===== src/pmr_consts.svh =====
/*
  Constants for the power manager cause and configuration register slice:
  byte offsets, field positions, reset values and bus encodings.
  Assumes it is included once per compile unit by the module; the package does not include it.
*/
`ifndef PMR_CONSTS_SVH
`define PMR_CONSTS_SVH

`define PMR_OFF_PPC 12'h160
`define PMR_OFF_RSF 12'h180
`define PMR_OFF_WSF 12'h184
`define PMR_OFF_AWE 12'h188
`define PMR_OFF_OPT 12'h3f8
`define PMR_OFF_REV 12'h3fc

`define PMR_PPC_PULLUP_OFF 0
`define PMR_PPC_TEST_MODE 2
`define PMR_PPC_TWO_WIRE_SLAVE_WAKE_CLK 3
`define PMR_PPC_TIMER_CLK 4
`define PMR_PPC_RESET 32'h00000018
`define PMR_PPC_MASK 32'h0000001d

`define PMR_RSF_MASK 32'h000009df
`define PMR_WSF_MASK 32'h00030003
`define PMR_AWE_RESET 32'h00000000
`define PMR_AWE_MASK 32'h00000003
`define PMR_OPT_RESET 32'h00000003
`define PMR_OPT_MASK 32'h000000cf
`define PMR_REV_MASK 32'h00000fff

`define PMR_RSF_POWER_ON 0
`define PMR_RSF_BROWN_OUT 1
`define PMR_RSF_PIN 2
`define PMR_RSF_WATCHDOG 3
`define PMR_RSF_JTAG 4
`define PMR_RSF_SLEEP 6
`define PMR_RSF_ILLEGAL 7
`define PMR_RSF_DEBUG_STROBE 8
`define PMR_RSF_ONE_PIN_DEBUG 11
`define PMR_WSF_USB 0
`define PMR_WSF_TWO_WIRE 1
`define PMR_WSF_EXT_IRQ 16
`define PMR_WSF_TIMER 17
`define PMR_AWE_USB 0
`define PMR_AWE_TWO_WIRE 1
`define PMR_OPT_BRIDGE_A 0
`define PMR_OPT_BRIDGE_B 1
`define PMR_OPT_BRIDGE_C 2
`define PMR_OPT_BRIDGE_D 3
`define PMR_OPT_OVERCLOCK 6
`define PMR_OPT_FAST_CLK 7

`define PMR_HTRANS_NONSEQ 2'h2
`define PMR_HTRANS_SEQ 2'h3
`define PMR_HSIZE_WORD 3'h2

`endif


===== src/pmr_pkg.sv =====
/*
  Types for the power manager register slice.
  Assumes nothing beyond a SystemVerilog compiler.
*/
package pmr_pkg;
  typedef logic [31:0] pmr_word_t;
  typedef logic [11:0] pmr_off_t;
endpackage


===== src/pmr_regs.sv =====
/*
  AHB-Lite slave holding the peripheral power control, reset source,
  wake source, async wake enable, options and revision registers.
  Assumes the reset controller and wake logic present their cause vectors
  as synchronous levels on clk, the reset cause stable from reset release onward.
  The reset source vector is sampled once, on the first edge after release;
  a cause that appears later is not recorded until the next reset.
*/
// Implementation choice: the AHB-Lite register port.
`timescale 1ns/100ps
`include "pmr_consts.svh"

module pmr_regs
  import pmr_pkg::*;
#(
  parameter logic [11:0] REVISION = 12'h100, // Arbitrary value
  parameter logic [31:0] OPTIONS = `PMR_OPT_RESET
) (
  input wire logic clk,
  input wire logic rst_n,
  input wire logic hsel,
  input wire logic [31:0] haddr,
  input wire logic [1:0] htrans,
  input wire logic hwrite,
  input wire logic [2:0] hsize,
  input wire logic [31:0] hwdata,
  input wire logic hready,
  output logic [31:0] hrdata,
  output logic hreadyout,
  output logic hresp,
  input wire logic [31:0] resetCause,
  input wire logic [31:0] wakeCause,
  output logic timerRequestClockGate,
  output logic twoWireSlaveRequestClockGate,
  output logic resetPinTestMode,
  output logic resetPullupOff,
  output logic usbControllerWake,
  output logic twoWireSlaveWake
);

  // ----------------------------------------------------------------
  // Address phase capture
  // ----------------------------------------------------------------
  logic wrPend_q, wrPend_d;
  logic rdPend_q, rdPend_d;
  pmr_off_t addr_q, addr_d;
  logic take;

  assign take = hsel && hready && htrans[1];

  always_comb begin
    wrPend_d = take && hwrite;
    rdPend_d = take && !hwrite;
    addr_d = take ? pmr_off_t'({haddr[11:2], 2'b00}) : addr_q;
  end

  always_ff @(posedge clk or negedge rst_n) begin
    if (!rst_n) begin
      wrPend_q <= 1'b0;
      rdPend_q <= 1'b0;
      addr_q <= 12'h000;
    end else begin
      wrPend_q <= wrPend_d;
      rdPend_q <= rdPend_d;
      addr_q <= addr_d;
    end
  end

  // ----------------------------------------------------------------
  // Writable registers and cause capture
  // ----------------------------------------------------------------
  pmr_word_t ppc_q, ppc_d;
  pmr_word_t awe_q, awe_d;
  pmr_word_t rsf_q, rsf_d;
  pmr_word_t wsf_q, wsf_d;
  logic seen_q, seen_d;

  always_comb begin
    ppc_d = ppc_q;
    awe_d = awe_q;
    // Only the two writable offsets decode; all others drop the data
    if (wrPend_q && addr_q == `PMR_OFF_PPC) begin
      ppc_d = hwdata & `PMR_PPC_MASK;
    end
    if (wrPend_q && addr_q == `PMR_OFF_AWE) begin
      awe_d = hwdata & `PMR_AWE_MASK;
    end
    // Reset causes are caught on the first edge after release, not in reset; wake causes on every edge
    seen_d = 1'b1;
    rsf_d = seen_q ? rsf_q : (resetCause & `PMR_RSF_MASK);
    wsf_d = wakeCause & `PMR_WSF_MASK;
  end

  always_ff @(posedge clk or negedge rst_n) begin
    if (!rst_n) begin
      ppc_q <= `PMR_PPC_RESET;
      awe_q <= `PMR_AWE_RESET;
      rsf_q <= 32'h00000000;
      wsf_q <= 32'h00000000;
      seen_q <= 1'b0;
    end else begin
      ppc_q <= ppc_d;
      awe_q <= awe_d;
      rsf_q <= rsf_d;
      wsf_q <= wsf_d;
      seen_q <= seen_d;
    end
  end

  // ----------------------------------------------------------------
  // Read data and outputs
  // ----------------------------------------------------------------
  pmr_word_t rdata_q, rdata_d;

  always_comb begin
    rdata_d = 32'h00000000;
    if (take && !hwrite) begin
      case (pmr_off_t'({haddr[11:2], 2'b00}))
        `PMR_OFF_PPC: rdata_d = ppc_q;
        `PMR_OFF_RSF: rdata_d = rsf_q;
        `PMR_OFF_WSF: rdata_d = wsf_q;
        `PMR_OFF_AWE: rdata_d = awe_q;
        `PMR_OFF_OPT: rdata_d = OPTIONS & `PMR_OPT_MASK;
        `PMR_OFF_REV: rdata_d = {20'h00000, REVISION};
        default: rdata_d = 32'h00000000;
      endcase
    end
  end

  always_ff @(posedge clk or negedge rst_n) begin
    if (!rst_n) begin
      rdata_q <= 32'h00000000;
    end else begin
      rdata_q <= rdata_d;
    end
  end

  assign hrdata = rdata_q;
  assign hreadyout = 1'b1;
  assign hresp = 1'b0;
  assign timerRequestClockGate = ppc_q[`PMR_PPC_TIMER_CLK];
  assign twoWireSlaveRequestClockGate = ppc_q[`PMR_PPC_TWO_WIRE_SLAVE_WAKE_CLK];
  assign resetPinTestMode = ppc_q[`PMR_PPC_TEST_MODE];
  assign resetPullupOff = ppc_q[`PMR_PPC_PULLUP_OFF];
  assign usbControllerWake = awe_q[0];
  assign twoWireSlaveWake = awe_q[1];
endmodule


===== config.mk =====
export PLATFORM = sky130hd
export DESIGN_NAME = pmr_regs
export DESIGN_NICKNAME = d
export VERILOG_FILES = /design/src/pmr_pkg.sv /design/src/pmr_regs.sv
export VERILOG_INCLUDE_DIRS = /design/src /design/src/src
export SDC_FILE = /design/constraint.sdc
export NUM_CORES = 1
export LEC_CHECK = 0
export ABC_AREA = 1
export BUFFER_PORTS_ARGS = -buffer_cell sky130_fd_sc_hd__buf_4
export CAP_MARGIN = 20
export CORE_MARGIN = 2
export CORE_UTILIZATION = 38
export CTS_BUF_LIST = sky130_fd_sc_hd__clkbuf_16
export DETAILED_ROUTE_END_ITERATION = 8
export PLACE_DENSITY_LB_ADDON = 0.2
export SLEW_MARGIN = 40
export SYNTH_ARGS = -nofsm -noshare
export SYNTH_HDL_FRONTEND = slang
export SYNTH_SLANG_ARGS = --single-unit

===== constraint.sdc =====
create_clock -name clk -period 1.3 [get_ports clk]
set_input_delay 0.13 -clock clk [delete_from_list [all_inputs] [get_ports clk]]
set_output_delay 0.13 -clock clk [all_outputs]
set_load 0.02 [all_outputs]

==> summary by stage <==
STA
The hold violation total from the final report came to 0. The slew of the pin with the lowest slew margin is between 0.5 and 0.6 ns. Setup repair after global routing left no endpoint under its margin. After layout, the worst path uses 91.56% of the clock period. The clock tree skew after final layout is ~0.0041 ns. The worst-case hold slack is about 0.05 ns. The final total negative setup slack is 0 ns. The max-slew violation total from the final report is 0. Subtracting the final worst setup slack from the clock period gives approximately 1.2 ns. The worst pin sits at a relative slew slack of 65.42%. The maximum frequency from static timing analysis is between 0.8 and 0.9 GHz. Setup violations remaining at the end of the flow were counted as 0.

Power
The ratio of total power to cell area is roughly 1200 nW/µm². Summed over all cells, the static leakage comes to 1.318 nW. The largest voltage drop on the vdd net is approximately 0.53 mV.

Outcome
The flow ran to the end, and the final reports show no timing, DRC or antenna violations.

Synthesis
The number of warnings issued by yosys is 0. The synthesized netlist devotes around a quarter of its cell area to simple gates. The proportion of synthesized chip area in sequential cells is about half. After synthesis, the cell types taking the most area are dfrtp_1 (49%), nand2_1 (9.4%), buf_4 (8.5%), mux2_2 (5.0%), nor2_1 (4.2%).

After Yosys synthesis, full adders, half adders and majority gates account for 0% of the synthesized area. The number of distinct library cells after synthesis is 24. After synthesis, the largest family of logic cells by area is simple AND/OR/NAND/NOR gates. The instance count of the mapped netlist is 231.

Summing the areas of all compound-gate instances in the mapped netlist gives between 3 and 4% of the synthesized area. The synthesized cell area is a little over 2000 µm². Of the total synthesized cell area, the portion taken by XOR and XNOR cells is 0%. Summed over all instances, the cell type with the most area after synthesis is dfrtp_1. The area share of the leading cell type in the synthesized netlist is approximately half. The register bit total from synthesis is 42.

The multiplexer fraction of the synthesized cell area is 4.972%. Averaged over all synthesized cells, the footprint is just under 9 µm².

Floorplanning
In this run the core area contains 26 standard-cell rows. The die covers a little under 6000 µm². The core region is between 5000 and 6000 µm². For this configuration, the core starts out at a cell density of roughly 40%. The die extent in y is ~77 µm. Measured along the x axis, the die boundary spans about 77 µm. The I/O pin count is 178.

Placement
The count of input and output buffers is 50. Routability-driven placement finished with a final weighted congestion of between 0.8 and 0.9. Detailed placement finished with a half-perimeter wire length of about 3000 µm.

Clock network
The CTS tree is built. The root buffer selected by CTS is clkbuf_16. The number of setup buffers added after CTS is 0. The number of levels in the clock H-tree is 2. Counting every sink on the clock net gives 42. The clock slew at the register clock pins of the worst setup and hold paths is approximately 0.06 ns. The maximum count of clock buffers along a single path is 2. Buffers inserted during clock tree synthesis total 5. At the later pin of the worst-skew pair, clock insertion delay measures between 0.2 and 0.3 ns.

Worst setup path
The required time at the endpoint of the critical path is 1.47 ns. The type of element launching the critical path is a flop. The nature of the critical path endpoint is a flop. The flop-to-flop setup slack is approximately 0.11 ns. The largest driver fanout on the critical path is 5. The data arrival at the endpoint of the critical path is 1.36 ns. The number of cells on the worst reg-to-reg path is 6.

The launching point of the worst reg2reg path is addr_q[9]. The endpoint identified for the worst register-to-register timing path is ppc_q[0]. The startpoint-to-endpoint class of the critical path is flop to flop.

Finish
The repair_antennas step left the layout with diodes totalling 0. The net count of the finished layout is 430. Cells fill between 50% and 60% of the core in the end. Cells with a size suffix above 1 make up about a third of the layout.

The synthesis-to-layout area growth is 28.79%.

GRT
The final global-route overflow total is 0. The global-route usage over all layers is between 10% and 20%. Entering global routing, the biggest net connects 43 pins. The number of antenna violations at the first check in global routing is 0.

The first global-routing pass estimated approximately 6600 µm of wire. The via count of the first global-routing pass is around 1500.

Worst hold path
The worst-case hold path end point is ppc_q[3]. The worst min-delay path category is input port to flop. The number of cells on the worst hold path is 3. In this run the most critical hold path is launched from hwdata[3].

Run
The number of max-capacitance violations reported is 0.

Routing
In this run, the number of DRC markers left after iteration 0 of detailed routing was 84. Wires add up to 3925 µm. The remaining routing DRC violations is 0.

For this run, the detailed router's first-pass iteration total came to 4. In this run the remaining antenna-violating nets after routing total 0. For this block, the via count after detailed routing is between 1500 and 2000. The ratio of routed vias to standard cells is 4.306. The wire length per cell is 10.81 µm.
[critical path: stages (launching register included)]
cell and delay, ns:
dfrtp_1 0.38, nor2_1 0.10, nand3b_1 0.17, nor3_2 0.19, inv_1 0.12, nand2_1 0.07, o21ai_1 0.05
[layout by cell type, fill, tap and decap left out, types with 2 or more instances in the layout]
master and instances:
nor3_2 2, inv_1 21, mux2_2 9, conb_1 24
buf_4 53, nor2_2 13, nand3_1 13, dfrtp_1 40
clkbuf_16 5, dfstp_2 2, nand2_2 3, nor2_1 22
nand3b_1 2, inv_2 3, nor2_4 2, dlygate4sd3_1 5
o21ai_0 13, nand2_1 51, a21oi_1 2
[how the worst max path moves through the flow]
stage | start | depth (start not counted) | slack [ns] | end
final | addr_q[9] | 6 | 0.11 | ppc_q[0]
after global routing | addr_q[2] | 6 | 0.02 | ppc_q[0]
after CTS | addr_q[9] | 6 | 0.08 | awe_q[1]
after detailed placement | addr_q[9] | 6 | 0.1 | awe_q[1]
after floorplan | addr_q[2] | 6 | 0.16 | ppc_q[0]
after global placement | addr_q[2] | 6 | 0.11 | ppc_q[0]
[Yosys cell counts (all sizes together)]
cell type / n
nand2: 55
dfrtp: 40
nor2: 37
buf: 24
inv: 24
o21ai: 14
nand3: 13
mux2: 9
nor3: 3
a21oi: 2
clkbuf: 2
conb: 2
dfstp: 2
nand3b: 2
and2: 1
nand4: 1
[metrics by stage]
stage / area (µm²) / setup WS (ns) / power (mW) / std cells
2_1_floorplan: 2121 / 0.1620 / 1.711 / 253
3_3_place_gp: 2421 / 0.1074 / 1.812 / 350
6_report: 2625 / 0.1097 / 3.021 / 363
4_1_cts: 2618 / 0.07959 / 3.053 / 363
5_1_grt: 2625 / 0.02031 / 3.168 / 363
3_5_place_dp: 2421 / 0.09510 / 1.821 / 350
[what timing repair did]
item	in CTS	in global routing
setup endpoints to repair	0	4
endpoints found under the hold margin	44	0
gates resized for setup	0	2
hold buffers	5	0
[logic make-up (layout without fill, tap and decap cells)]
kind of cell / Yosys count / in the layout
flip-flops: 42 / 42
multiplexers: 9 / 9
AO/OA/AOI/OAI: 16 / 16
other: 2 / 24
buffers and inverters: 50 / 90
AND/OR/NAND/NOR: 112 / 112
[area by class of cell]
class	instances	area, µm²
sequential	42	1054
tap	70	87.58
clock buffer	5	125.1
fill	528	2515
multi-input combinational	161	799.5
inverter	24	90.09
timing repair buffer	58	447.9
clock inverter	3	21.27
[power by group]
group          switching (mW)  internal [mW]  total [mW]
clock                   0.499          0.710        1.21
combinational           0.205          0.152       0.358
sequential             0.0559           1.40        1.45
total                   0.760           2.26        3.02
[registers in the layout, indices dropped and copies added, names as in the netlist]
signal,flops
seen_q,1
awe_q,2
hrdata,11
rsf_q,9
wrPend_q,1
wsf_q,4
ppc_q,4
addr_q,10
[per-layer routing]
layer	wire, µm	part of all wire (%)	vias to the layer above	global-route usage, %
met5	0	0	-	0
li1	-	-	790	-
met2	1969	50	45	24.17
met4	81	2.1	0	6.429
met3	229	5.8	6	3.882
met1	1644	42	722	16.99
(Power assumes the default switching activity.)
